--- config.mk ---
export PLATFORM = sky130hd
export DESIGN_NAME = enhanced_watchdog_timer
export DESIGN_NICKNAME = d
export VERILOG_FILES = /design/src/include/wdt_pkg.sv /design/src/core/enhanced_watchdog_timer.sv
export SDC_FILE = /design/constraint.sdc
export NUM_CORES = 1
export LEC_CHECK = 0
export ABC_AREA = 1
export BUFFER_PORTS_ARGS = -buffer_cell sky130_fd_sc_hd__buf_2
export CORE_UTILIZATION = 50
export CTS_CLUSTER_SIZE = 28
export DETAILED_ROUTE_END_ITERATION = 7
export PLACE_DENSITY_LB_ADDON = 0.3
export SYNTH_ARGS = -nofsm -noshare
export SYNTH_HDL_FRONTEND = slang
export SYNTH_SLANG_ARGS = --single-unit
export TNS_END_PERCENT = 50
--- constraint.sdc ---
create_clock -name ref_clk_in -period 4.4 [get_ports ref_clk_in]
set_clock_uncertainty 0.1 [all_clocks]
set_input_delay 0.44 -clock ref_clk_in [delete_from_list [all_inputs] [get_ports ref_clk_in]]
set_output_delay 0.44 -clock ref_clk_in [all_outputs]
set_load 0.05 [all_outputs]
--- src/include/wdt_pkg.sv ---
// Package holding register map, field positions and timing constants of the watchdog block.
`default_nettype none
package wdt_pkg;
  localparam logic [7:0] CTRL_ADDR      = 8'h60;
  localparam logic [7:0] CAUSE_ADDR     = 8'h54;
  localparam int         IRQ_FLAG_BIT   = 7;
  localparam int         IRQ_EN_BIT     = 6;
  localparam int         SEL3_BIT       = 5;
  localparam int         UNLOCK_BIT     = 4;
  localparam int         RST_EN_BIT     = 3;
  localparam int         TIMEOUT_CAUSE_BIT = 3;
  localparam int         SEL_LOW_MSB    = 2;
  localparam int         EXT_BIT        = 1;
  localparam int         POR_BIT        = 0;
  localparam logic [3:0] SEL_MAX        = 4'h9;
  localparam int         BASE_LOG2      = 11;
  localparam int         CNT_W          = 21;
  localparam logic [2:0] UNLOCK_CYCLES  = 3'h4;
  localparam logic [7:0] CTRL_RESET     = 8'h00;
  localparam logic [7:0] CAUSE_RESET    = 8'h00;

  typedef struct packed {
    logic [7:0] addr;
    logic [7:0] wdata;
    logic       wr;
    logic       rd;
  } bus_req_type;
endpackage
`default_nettype wire

--- src/core/enhanced_watchdog_timer.sv ---
// Watchdog timer with control register, reset cause flags and timed change unlock.
//
// Summary of operation
// - External reset sets flag; power-on or write-zero clears.
// - Power-on flag set by power-on, cleared by software.
// - Control register at 0x60 with documented bit layout.
// - Timeout in interrupt mode sets interrupt flag.
// - Flag clears on vector taken or write one.
// - Interrupt requested when global, enable and flag set.
// - Reset and interrupt enables select the four modes.
// - Vector in combined mode clears enable and flag.
// - Unserviced flag at next timeout causes reset in combined mode.
// - Programmed fuse forces system reset mode.
// - Clear reset enable or change length needs unlock.
// - Unlock bit clears itself four clocks later.
// - Reset enable held set while watchdog cause set.
// - Length select doubles from 2048 to 1048576 cycles.
// - Counter advances on slow oscillator ticks.
// - Restart clears counter to zero.
// - Unlock by writing unlock and reset enable together.
// - Timeout reset is one clock pulse, sets cause.
//
// Chosen here: strobed register access.
`default_nettype none
module enhanced_watchdog_timer (
  input  wire logic       ref_clk_in,
  input  wire logic       reset_in,
  input  wire logic       power_on_reset_in,
  input  wire logic       external_reset_in,
  input  wire logic       slow_osc_in,
  input  wire logic       always_on_fuse_in,
  input  wire logic       global_irq_enable_in,
  input  wire logic       vector_taken_in,
  input  wire logic       restart_in,
  input  wire logic [7:0] addr_in,
  input  wire logic [7:0] wdata_in,
  input  wire logic       wr_in,
  input  wire logic       rd_in,
  output logic      [7:0] rdata_out,
  output logic            irq_out,
  output logic            system_reset_out
);

  ////////////////////////////////////////////////////////////////////////////
  // Bus request bundle and decode.
  wdt_pkg::bus_req_type req;
  assign req = '{addr: addr_in, wdata: wdata_in, wr: wr_in, rd: rd_in};
  wire ctrl_hit  = (req.addr == wdt_pkg::CTRL_ADDR);
  wire cause_hit = (req.addr == wdt_pkg::CAUSE_ADDR);
  wire ctrl_wr   = req.wr && ctrl_hit;
  wire cause_wr  = req.wr && cause_hit;

  ////////////////////////////////////////////////////////////////////////////
  // Synchronisers for pins from outside the clock domain.
  logic [1:0] osc_sync_ff, por_sync_ff, ext_sync_ff, fuse_sync_ff;
  logic       osc_prev_ff;
  always_ff @(posedge ref_clk_in or posedge reset_in) begin
    if (reset_in) begin
      osc_sync_ff  <= 2'h0;
      por_sync_ff  <= 2'h0;
      ext_sync_ff  <= 2'h0;
      fuse_sync_ff <= 2'h3;
      osc_prev_ff  <= 1'b0;
    end else begin
      osc_sync_ff  <= {osc_sync_ff[0], slow_osc_in};
      por_sync_ff  <= {por_sync_ff[0], power_on_reset_in};
      ext_sync_ff  <= {ext_sync_ff[0], external_reset_in};
      fuse_sync_ff <= {fuse_sync_ff[0], always_on_fuse_in};
      osc_prev_ff  <= osc_sync_ff[1];
    end
  end
  // The slow oscillator is only sampled; a rising edge gives a one-cycle tick.
  wire osc_tick = osc_sync_ff[1] && !osc_prev_ff;
  wire por_evt  = por_sync_ff[1];
  wire ext_evt  = ext_sync_ff[1];
  wire fuse_on  = !fuse_sync_ff[1];                  // Programmed fuse reads zero.

  ////////////////////////////////////////////////////////////////////////////
  // Register state.
  logic [7:0]               cause_ff;
  logic                     irq_flag_ff, irq_en_ff, unlock_ff, rst_en_ff;
  logic [3:0]               sel_ff;
  logic [2:0]               unlock_cnt_ff;
  logic [wdt_pkg::CNT_W-1:0] count_ff;

  // The timeout cause flag overrides the stored enable, so a failing system keeps resetting.
  wire timeout_cause = cause_ff[wdt_pkg::TIMEOUT_CAUSE_BIT];
  wire rst_en_e = rst_en_ff || timeout_cause;        // Cause flag forces enable.
  wire mode_rst = fuse_on || rst_en_e;
  wire mode_irq = !fuse_on && irq_en_ff;
  wire running  = mode_rst || mode_irq;              // Both zero means stopped.

  // Timeout length from the current select, so shrinking it can expire at once.
  wire [4:0]                sel_shift = 5'(wdt_pkg::BASE_LOG2) + 5'(sel_ff);
  wire [wdt_pkg::CNT_W:0]   limit     = (wdt_pkg::CNT_W+1)'(1) << sel_shift;
  wire                      expire    = running && osc_tick &&
                                        ({1'b0, count_ff} + 1'b1 >= limit);
  // Combined mode: first timeout interrupts, a second with flag pending resets.
  wire to_irq   = expire && mode_irq;
  wire to_reset = expire && mode_rst && !(mode_irq && !irq_flag_ff);
  wire irq_take = irq_flag_ff && irq_en_ff && global_irq_enable_in;
  wire vect_clr = vector_taken_in && irq_flag_ff;

  // Unlocked writes may clear reset enable or change the select; locked ones only set.
  wire unlocked   = unlock_ff;
  wire [3:0] wsel = {req.wdata[wdt_pkg::SEL3_BIT], req.wdata[wdt_pkg::SEL_LOW_MSB:0]};
  wire sel_ok     = (wsel <= wdt_pkg::SEL_MAX);       // Reserved codes are refused.
  wire unlock_req = ctrl_wr && req.wdata[wdt_pkg::UNLOCK_BIT] && req.wdata[wdt_pkg::RST_EN_BIT];

  ////////////////////////////////////////////////////////////////////////////
  // Control register update.
  always_ff @(posedge ref_clk_in or posedge reset_in) begin
    if (reset_in) begin
      irq_flag_ff   <= 1'b0;
      irq_en_ff     <= 1'b0;
      unlock_ff     <= 1'b0;
      unlock_cnt_ff <= 3'h0;
      rst_en_ff     <= 1'b0;
      sel_ff        <= 4'h0;
    end else begin
      // Hardware set wins over any clear in the same cycle.
      if (to_irq)
        irq_flag_ff <= 1'b1;
      else if (vect_clr || (ctrl_wr && req.wdata[wdt_pkg::IRQ_FLAG_BIT]))
        irq_flag_ff <= 1'b0;
      if (vect_clr && rst_en_e)
        irq_en_ff <= 1'b0;
      else if (ctrl_wr)
        irq_en_ff <= req.wdata[wdt_pkg::IRQ_EN_BIT];
      // A clear is refused while the timeout cause is set; software must clear the cause first.
      if (ctrl_wr && (req.wdata[wdt_pkg::RST_EN_BIT] || (unlocked && !timeout_cause)))
        rst_en_ff <= req.wdata[wdt_pkg::RST_EN_BIT];
      if (ctrl_wr && unlocked && sel_ok)
        sel_ff <= wsel;
      if (unlock_req) begin
        unlock_ff     <= 1'b1;
        unlock_cnt_ff <= 3'h0;
      end else if (unlock_ff) begin
        unlock_cnt_ff <= unlock_cnt_ff + 3'h1;
        if (unlock_cnt_ff + 3'h1 >= wdt_pkg::UNLOCK_CYCLES || ctrl_wr)
          unlock_ff <= 1'b0;
      end
    end
  end

  ////////////////////////////////////////////////////////////////////////////
  // Counter: restart, timeout and tick.
  always_ff @(posedge ref_clk_in or posedge reset_in) begin
    if (reset_in)
      count_ff <= '0;
    else if (restart_in || expire || !running)
      count_ff <= '0;
    else if (osc_tick)
      count_ff <= count_ff + 1'b1;
  end

  ////////////////////////////////////////////////////////////////////////////
  // Reset cause flags; the block reset clears all of them, power-on included.
  always_ff @(posedge ref_clk_in or posedge reset_in) begin
    if (reset_in) begin
      cause_ff <= wdt_pkg::CAUSE_RESET;
    end else begin
      if (por_evt) begin
        cause_ff <= '0;
        cause_ff[wdt_pkg::POR_BIT] <= 1'b1;
      end else begin
        if (ext_evt)
          cause_ff[wdt_pkg::EXT_BIT] <= 1'b1;
        else if (cause_wr && !req.wdata[wdt_pkg::EXT_BIT])
          cause_ff[wdt_pkg::EXT_BIT] <= 1'b0;
        // A timeout in the same cycle as a software clear keeps the flag set.
        if (to_reset)
          cause_ff[wdt_pkg::TIMEOUT_CAUSE_BIT] <= 1'b1;
        else if (cause_wr && !req.wdata[wdt_pkg::TIMEOUT_CAUSE_BIT])
          cause_ff[wdt_pkg::TIMEOUT_CAUSE_BIT] <= 1'b0;
        if (cause_wr && !req.wdata[wdt_pkg::POR_BIT])
          cause_ff[wdt_pkg::POR_BIT] <= 1'b0;
      end
    end
  end

  ////////////////////////////////////////////////////////////////////////////
  // Outputs and read data, all registered.
  wire [7:0] ctrl_view = {irq_flag_ff, irq_en_ff, sel_ff[3], unlock_ff,
                          rst_en_e, sel_ff[2:0]};
  wire [7:0] rd_mux    = ctrl_hit ? ctrl_view : (cause_hit ? cause_ff : 8'h00);
  always_ff @(posedge ref_clk_in or posedge reset_in) begin
    if (reset_in) begin
      rdata_out        <= 8'h00;
      irq_out          <= 1'b0;
      system_reset_out <= 1'b0;
    end else begin
      rdata_out        <= req.rd ? rd_mux : 8'h00;
      irq_out          <= irq_take;
      system_reset_out <= to_reset;                    // One clock long.
    end
  end

  ////////////////////////////////////////////////////////////////////////////
  // Assertions.
  property p_reset_pulse;
    @(posedge ref_clk_in) disable iff (reset_in) system_reset_out |=> !system_reset_out;
  endproperty
  a_reset_pulse: assert property (p_reset_pulse) else $error("reset pulse too long");
  property p_unlock_close;
    @(posedge ref_clk_in) disable iff (reset_in) $rose(unlock_ff) |-> ##[1:4] !unlock_ff;
  endproperty
  a_unlock_close: assert property (p_unlock_close) else $error("unlock held too long");
  property p_sel_locked;
    @(posedge ref_clk_in) disable iff (reset_in) !unlock_ff |=> $stable(sel_ff);
  endproperty
  a_sel_locked: assert property (p_sel_locked) else $error("select changed while locked");
  property p_cause_forces;
    @(posedge ref_clk_in) disable iff (reset_in) timeout_cause |-> ctrl_view[wdt_pkg::RST_EN_BIT];
  endproperty
  a_cause_forces: assert property (p_cause_forces) else $error("reset enable not forced");
  property p_irq_cause;
    @(posedge ref_clk_in) disable iff (reset_in) irq_out |-> $past(irq_flag_ff && irq_en_ff);
  endproperty
  a_irq_cause: assert property (p_irq_cause) else $error("irq without flag and enable");
  property p_cause_set;
    @(posedge ref_clk_in) disable iff (reset_in) system_reset_out |-> timeout_cause;
  endproperty
  a_cause_set: assert property (p_cause_set) else $error("cause flag missing");
  property p_flag_set;
    @(posedge ref_clk_in) disable iff (reset_in) to_irq |=> irq_flag_ff;
  endproperty
  a_flag_set: assert property (p_flag_set) else $error("flag not set on timeout");
  property p_restart;
    @(posedge ref_clk_in) disable iff (reset_in) restart_in |=> count_ff == '0;
  endproperty
  a_restart: assert property (p_restart) else $error("restart did not clear");
  property p_fuse_mode;
    @(posedge ref_clk_in) disable iff (reset_in) fuse_on |-> !to_irq;
  endproperty
  a_fuse_mode: assert property (p_fuse_mode) else $error("interrupt under fuse");

  ////////////////////////////////////////////////////////////////////////////
  // Reset cause flag checks.
  // These watch the synchronised events, which lag the raw pins by two flops.

  // An external reset event sets its flag unless power-on overrides it.
  property p_ext_set;
    @(posedge ref_clk_in) disable iff (reset_in) ext_evt && !por_evt |=> cause_ff[wdt_pkg::EXT_BIT];
  endproperty
  a_ext_set: assert property (p_ext_set) else $error("external flag not set");

  // A power-on event wipes the external flag.
  property p_ext_por_clear;
    @(posedge ref_clk_in) disable iff (reset_in) por_evt |=> !cause_ff[wdt_pkg::EXT_BIT];
  endproperty
  a_ext_por_clear: assert property (p_ext_por_clear) else $error("external flag survived power-on");

  // A power-on event sets the power-on flag.
  property p_por_set;
    @(posedge ref_clk_in) disable iff (reset_in) por_evt |=> cause_ff[wdt_pkg::POR_BIT];
  endproperty
  a_por_set: assert property (p_por_set) else $error("power-on flag not set");

  // Outside the block reset, only a software write of zero takes the power-on flag away.
  property p_por_hold;
    @(posedge ref_clk_in) disable iff (reset_in)
      cause_ff[wdt_pkg::POR_BIT] && !(cause_wr && !req.wdata[wdt_pkg::POR_BIT]) |=> cause_ff[wdt_pkg::POR_BIT];
  endproperty
  a_por_hold: assert property (p_por_hold) else $error("power-on flag lost");

  // A timeout in reset mode leaves its cause behind.
  property p_timeout_cause;
    @(posedge ref_clk_in) disable iff (reset_in) to_reset && !por_evt |=> timeout_cause;
  endproperty
  a_timeout_cause: assert property (p_timeout_cause) else $error("timeout cause not set");

  ////////////////////////////////////////////////////////////////////////////
  // Interrupt flag and enable checks.
  // A hardware set in the same cycle wins, so the clear checks exclude it.

  // Writing one to the flag clears it.
  property p_flag_w1c;
    @(posedge ref_clk_in) disable iff (reset_in)
      !to_irq && ctrl_wr && req.wdata[wdt_pkg::IRQ_FLAG_BIT] |=> !irq_flag_ff;
  endproperty
  a_flag_w1c: assert property (p_flag_w1c) else $error("flag not cleared by write");

  // Taking the vector clears the flag.
  property p_vector_clr;
    @(posedge ref_clk_in) disable iff (reset_in) vect_clr && !to_irq |=> !irq_flag_ff;
  endproperty
  a_vector_clr: assert property (p_vector_clr) else $error("flag not cleared by vector");

  // A pending, enabled and globally allowed flag raises the request.
  property p_irq_out;
    @(posedge ref_clk_in) disable iff (reset_in) irq_take |=> irq_out;
  endproperty
  a_irq_out: assert property (p_irq_out) else $error("interrupt request missing");

  // In combined mode the vector drops the enable, leaving reset mode.
  property p_comb_vector;
    @(posedge ref_clk_in) disable iff (reset_in) vect_clr && rst_en_e |=> !irq_en_ff;
  endproperty
  a_comb_vector: assert property (p_comb_vector) else $error("enable kept after vector");

  // In a reset mode, a timeout with the flag still pending resets the system.
  property p_second_timeout;
    @(posedge ref_clk_in) disable iff (reset_in) expire && mode_rst && irq_flag_ff |=> system_reset_out;
  endproperty
  a_second_timeout: assert property (p_second_timeout) else $error("unserviced timeout did not reset");

  ////////////////////////////////////////////////////////////////////////////
  // Protection and counter checks.

  // A locked write may not clear the reset enable.
  property p_rst_en_locked;
    @(posedge ref_clk_in) disable iff (reset_in)
      ctrl_wr && !unlocked && !req.wdata[wdt_pkg::RST_EN_BIT] |=> rst_en_ff == $past(rst_en_ff);
  endproperty
  a_rst_en_locked: assert property (p_rst_en_locked) else $error("reset enable cleared while locked");

  // The unlock write opens the window on the next edge.
  property p_unlock_set;
    @(posedge ref_clk_in) disable iff (reset_in) unlock_req |=> unlock_ff;
  endproperty
  a_unlock_set: assert property (p_unlock_set) else $error("unlock not opened");

  // Reserved select codes never reach the register.
  property p_sel_range;
    @(posedge ref_clk_in) disable iff (reset_in) sel_ff <= wdt_pkg::SEL_MAX;
  endproperty
  a_sel_range: assert property (p_sel_range) else $error("reserved select stored");

  // A stopped timer holds its counter at zero.
  property p_stopped;
    @(posedge ref_clk_in) disable iff (reset_in) !running |=> count_ff == '0;
  endproperty
  a_stopped: assert property (p_stopped) else $error("stopped timer counted");

  // Each slow tick advances the counter by one unless something clears it.
  property p_count_step;
    @(posedge ref_clk_in) disable iff (reset_in)
      running && osc_tick && !expire && !restart_in |=> count_ff == $past(count_ff) + 1'b1;
  endproperty
  a_count_step: assert property (p_count_step) else $error("counter did not step");

  // A timeout starts the next period from zero.
  property p_expire_clear;
    @(posedge ref_clk_in) disable iff (reset_in) expire |=> count_ff == '0;
  endproperty
  a_expire_clear: assert property (p_expire_clear) else $error("counter kept after timeout");

endmodule // enhanced_watchdog_timer
`default_nettype wire

# Yosys cells after proc, flatten, opt, wreduce, memory -nomap -nowiden
# Cells that the tools add are included.
classes:
  add_sub_neg: 4
  order_cmp: 3
  n_eq_ne: 2
  shift: 1
  n_mux: 21
  n_reduce_logical: 48
op_table:
  columns: ["cell", "n"]
  rows:
  - ["two-way mux 21 bit", 2]
  - ["logical AND 1 bit", 24]
  - ["adder 21 x 1 -> 22 bit (second input constant)", 1]
  - ["greater-or-equal comparator 22 bit", 1]
  - ["<< shifter 1 x 5 -> 22 bit (first input constant)", 1]
  - ["adder 21 x 1 -> 21 bit (second input constant)", 1]
  - ["equality test 8 x 7 -> 1 bit (second input constant)", 2]
  - ["two-way mux 8 bit", 2]
  - ["two-way mux 1 bit", 13]
  - ["nonzero test 2 bit", 5]
  - ["zero test 1 bit", 9]
  - ["logical OR 1 bit", 8]
  - ["two-way mux 3 bit", 2]
  - ["nonzero test 3 bit", 2]
  - ["adder 4 x 4 -> 5 bit (first input constant)", 1]
  - ["<= comparator 4 bit (second input constant)", 1]
  - ["two-way mux 4 bit", 1]
  - ["adder 3 x 1 -> 3 bit (second input constant)", 1]
  - ["greater-or-equal comparator 3 bit (second input constant)", 1]
  - ["two-way mux 2 bit", 1]
word_totals:
  register_bits: 54
  inputBits: 27
  out_inout_bits: 10
  elab_cells: 97

# Logic depth before layout (Yosys ltp)
depth:
  ltp_word: 9
  ltp_mapped: 18
  mapped_depth_nobuf: 17

# Least setup slack after synthesis
# OpenSTA, ideal clock, no wires.
synth_path:
  path_type: "flip-flop to flip-flop"
  start: "register count_ff[0] in the netlist's numbering"
  end: "register count_ff[4] in the netlist's numbering"
  setup_ns: 0.078
  arrival_ns: 2.387
  path_slack_ns: 1.835
  stages_incl_launch_ff: 18
  n_path_buf: 1
  synth_period_minus_slack_ns: 2.565
  cell_sequence: "dfrtp_1 > ha_1 > nand3_2 > inv_2 > nand2_1 > nor3b_2 > xor2_1 > ha_1 > nand2_1 > inv_2 > nand2_1 > nand2_1 > a21oi_2 > nand3_2 > nor2_4 > buf_4 > nand3_1 > o21ai_1"
synth_via:
  elab_chain_len: 6
synth_rtl:
  columns: ["element", "line_no", "text"]
  rows:
  - ["start, declared", "enhanced_watchdog_timer.sv:84", "logic [wdt_pkg::CNT_W-1:0] count_ff;"]
  - ["start signal, assigned", "enhanced_watchdog_timer.sv:154", "count_ff <= count_ff + 1'b1;"]
  - ["adder 21 x 1 -> 22 bit", "enhanced_watchdog_timer.sv:97", "({1'b0, count_ff} + 1'b1 >= limit);"]
  - ["greater-or-equal comparator 22 bit", "enhanced_watchdog_timer.sv:97", null]
  - ["logical AND 1 bit", "enhanced_watchdog_timer.sv:96", "wire expire = running && osc_tick &&"]
  - ["logical OR 1 bit (2 in series)", "enhanced_watchdog_timer.sv:151", "else if (restart_in || expire || !running)"]
  - ["two-way mux 21 bit or nonzero test 2 bit (tied branches)", null, null]
# Parallel ways exist; a longest one is shown, timed or not. The select of a mux whose other input is x is not followed.
# A chain may end at the register's enable or synchronous reset.

# Worst setup path in the final report
layout_path:
  start: "register count_ff[0] in the netlist's numbering"
  end: "register count_ff[18] in the netlist's numbering"
# Same word-level chain as after synthesis.

==> results_dict.tcl <==
set metrics [dict create \
    crit_path_frequent_cell "nand2_1" \
    p_leak_nw 2.05 \
    end_kind "flip-flop" \
    grtUsageTotal 0.219 \
    syn_inst 426 \
    min_path_type "in2reg" \
    crit_type "reg2reg" \
    wl_per_cell_um 12.8 \
    avgSynthCellArea_um2 7.84 \
    cp_num_buf_inv 2 \
    tightest_slew_ns 0.724 \
    row_count 29 \
    postCtsHoldBufs 0 \
    yosysTopAreaCellShare 0.389 \
    post_cts_buffers 0 \
    numCtsBuffers 5 \
    relSlewSlack 0.517 \
    ys_types 37 \
    ys_ff_latch 54 \
    synthesis.area_um2 3340 \
    max_stage_delay_ns 0.42 \
    setup_tns_ns 0 \
    synth_warnings 0 \
    ios 37 \
    drc 0 \
    overflow 0 \
    start_util 0.523 \
    dpl.hpwl_um 5500 \
    design.core.area_um2 6390 \
    async_flop_share 1.00 \
    synthFlopType "dfrtp_1" \
    yosysTopAreaCell "dfrtp_1" \
    clock-sinks 54 \
    die_h_um 83.8 \
    cts_tree "yes" \
    power_uw 867 \
    grt_setup_unrepaired "no" \
    hold_path_startpoint "external_reset_in" \
    maxCapViolCount 0 \
    ctsHtreeMaxLevel 2 \
    nFillCells 590 \
    drt_iter0_drc 281 \
    synth.area.top_cells "dfrtp_1 39%, nand2_1 14%, ha_1 9.0%, inv_1 6.6%, nand3_1 4.5%" \
    reg2reg_depth 16 \
    post-synth-top-count-cell "nand2_1" \
    antenna_cells 0 \
    clkLatencyLatePin_ns 0.31 \
    r2r_end "count_ff[18]$_DFFE_PP0P_" \
    cp.required_ns 4.53 \
    setup_violations 0 \
    finalMaxSlewViolations 0 \
    routed_wl_um 7090 \
    cts-root-buf "clkbuf_8" \
    hold_viol 0 \
    grt_max_degree 55 \
    hold_depth 1 \
    die_area_um2 7010 \
    viasPerCell 5.09 \
    cp.arrival_ns 3.36 \
    cp_max_fo 16 \
    io_buffers 36 \
    path_clk_slew_ns 0.11 \
    synth_common_cells "122 x nand2_1, 59 x inv_1, 52 x dfrtp_1, 38 x nor2_1, 30 x nand3_1" \
    drtPass1Iterations 5 \
    cts_buffer_depth 2 \
    antenna_found_initial 0 \
    nets 527 \
    status "complete, no violations" \
    area_delta_synth_final_pct 11.9 \
    reg2reg_from "count_ff[0]$_DFFE_PP0P_" \
    critical-path-top-delay-family "simple AND/OR/NAND/NOR gates" \
    min_period_ns 3.23 \
    startpoint_type "flip-flop" \
    post-route-period-util 0.735 \
    gp_congestion 0.900 \
    rrSetupSlack_ns 1.17 \
    cts-resized-gates 0 \
    die_w_um 83.8 \
    ant_nets 0 \
    fmax_mhz 309 \
    crit_slowest_cell "dfrtp_1" \
    crit_cells 16 \
    p_per_area_nw_per_um2 232 \
    grt_pass1_wl_um 12400 \
    layout-drive-gt1-share 0.168 \
    yosysSeqAreaShare 0.405 \
    synth_edf_count 0 \
    cp_cell_sequence "ha_1 > nand3_2 > inv_2 > nand2_1 > nor3b_2 > xor2_1 > ha_1 > nand2_1 > inv_2 > nand2_1 > nand2_1 > a21oi_2 > nand3_2 > nor2_4 > nand2_1 > o21ai_1" \
    grt_pass1_vias 2752 \
    min_to "ext_sync_ff[0]$_DFF_PP0_" \
    whs_ns 0.124 \
    ir_drop_mv 0.156 \
    via_count 2820 \
]
-- layout by cell type (no fill, tap or decap), types with 2 or more instances in the layout --
| cell type | instances |
|---|---|
| nor3_1 | 2 |
| conb_1 | 11 |
| buf_2 | 36 |
| dfrtp_1 | 52 |
| inv_1 | 58 |
| o22ai_1 | 3 |
| dfstp_2 | 2 |
| or2_1 | 2 |
| a21oi_1 | 7 |
| clkbuf_8 | 5 |
| o32ai_1 | 3 |
| o21ai_1 | 13 |
| nor2_4 | 4 |
| nor2_2 | 5 |
| nor3b_2 | 2 |
| xor2_1 | 16 |
| o21ai_0 | 6 |
| inv_2 | 8 |
| nand2_1 | 122 |
| nand3_1 | 30 |
| nor3_2 | 3 |
| nand3_2 | 5 |
| nor2_1 | 38 |
| ha_1 | 24 |
| nand4_1 | 4 |
-- where the power goes --
part | internal [mW] | leakage (nW) | switching, mW
clock | 0.119 | 0.0506 | 0.178
combinational | 0.0208 | 1.28 | 0.0384
sequential | 0.505 | 0.719 | 0.00520
-- state kept, by name, indices dropped and copies added, names as in the netlist --
| signal | cells |
|---|---|
| cause_ff | 3 |
| count_ff | 21 |
| ext_sync_ff | 2 |
| fuse_sync_ff | 2 |
| irq_en_ff | 1 |
| irq_flag_ff | 1 |
| irq_out | 1 |
| osc_prev_ff | 1 |
| osc_sync_ff | 2 |
| por_sync_ff | 2 |
| rdata_out | 8 |
| rst_en_ff | 1 |
| sel_ff | 4 |
| system_reset_out | 1 |
| unlock_cnt_ff | 3 |
| unlock_ff | 1 |
-- worst register-to-register path: stages (launching register included) --
cell and delay (ns):
dfrtp_1 0.42, ha_1 0.26, nand3_2 0.16, inv_2 0.10, nand2_1 0.09, nor3b_2 0.19, xor2_1 0.22, ha_1 0.26
nand2_1 0.09, inv_2 0.04, nand2_1 0.05, nand2_1 0.05, a21oi_2 0.17, nand3_2 0.11, nor2_4 0.35, nand2_1 0.28
o21ai_1 0.22
-- per-layer routing --
layer	share of wire	routed length [µm]	up-vias	global-route usage
met5	0	0	-	0
met4	0.0086	61	0	0.0462
met3	0.039	276	6	0.0336
met2	0.48	3390	62	0.371
met1	0.47	3360	1320	0.298
li1	-	-	1432	-
-- per-stage QoR --
stage               std cells  instance area (µm²)  utilization  worst slack (ns)
global route              554                 3740        0.586             0.958
CTS                       554                 3740        0.586              1.23
floorplan                 435                 3380            -              1.84
detailed placement        546                 3640        0.570              1.26
finish                    554                 3740        0.586              1.17
global placement          546                 3640        0.570              1.36
-- kinds of logic after synthesis --
kind of cell	count (synthesis)	share of synthesized area
XOR/XNOR	19	0.0543
adder cells (fa/ha/maj)	24	0.0899
AO/OA/AOI/OAI	36	0.0618
buffers and inverters	69	0.0794
flip-flops	54	0.405
other	2	0.00225
AND/OR/NAND/NOR	222	0.307
-- layout make-up --
class | count | area (µm²) | share of cell area
inverters | 66 | 248 | 0.0662
repair buffers | 37 | 188 | 0.0502
clock buffers | 5 | 68.8 | 0.0184
flip-flops and latches | 54 | 1350 | 0.362
clock inverters | 3 | 28.8 | 0.00769
well taps | 77 | 96.3 | 0.0258
multi-input cells | 312 | 1760 | 0.470
-- worst max-delay path by stage --
stage                            startpoint  slack (ns)                       end
floorplan           count_ff[0]$_DFFE_PP0P_        1.84   count_ff[4]$_DFFE_PP0P_
global placement    count_ff[0]$_DFFE_PP0P_        1.36   count_ff[0]$_DFFE_PP0P_
detailed placement  count_ff[0]$_DFFE_PP0P_        1.26  count_ff[18]$_DFFE_PP0P_
CTS                 count_ff[0]$_DFFE_PP0P_        1.23  count_ff[18]$_DFFE_PP0P_
global route        count_ff[0]$_DFFE_PP0P_        0.96   count_ff[5]$_DFFE_PP0P_
finish              count_ff[0]$_DFFE_PP0P_        1.17  count_ff[18]$_DFFE_PP0P_
No activity file was read; power rests on OpenSTA's default activity.
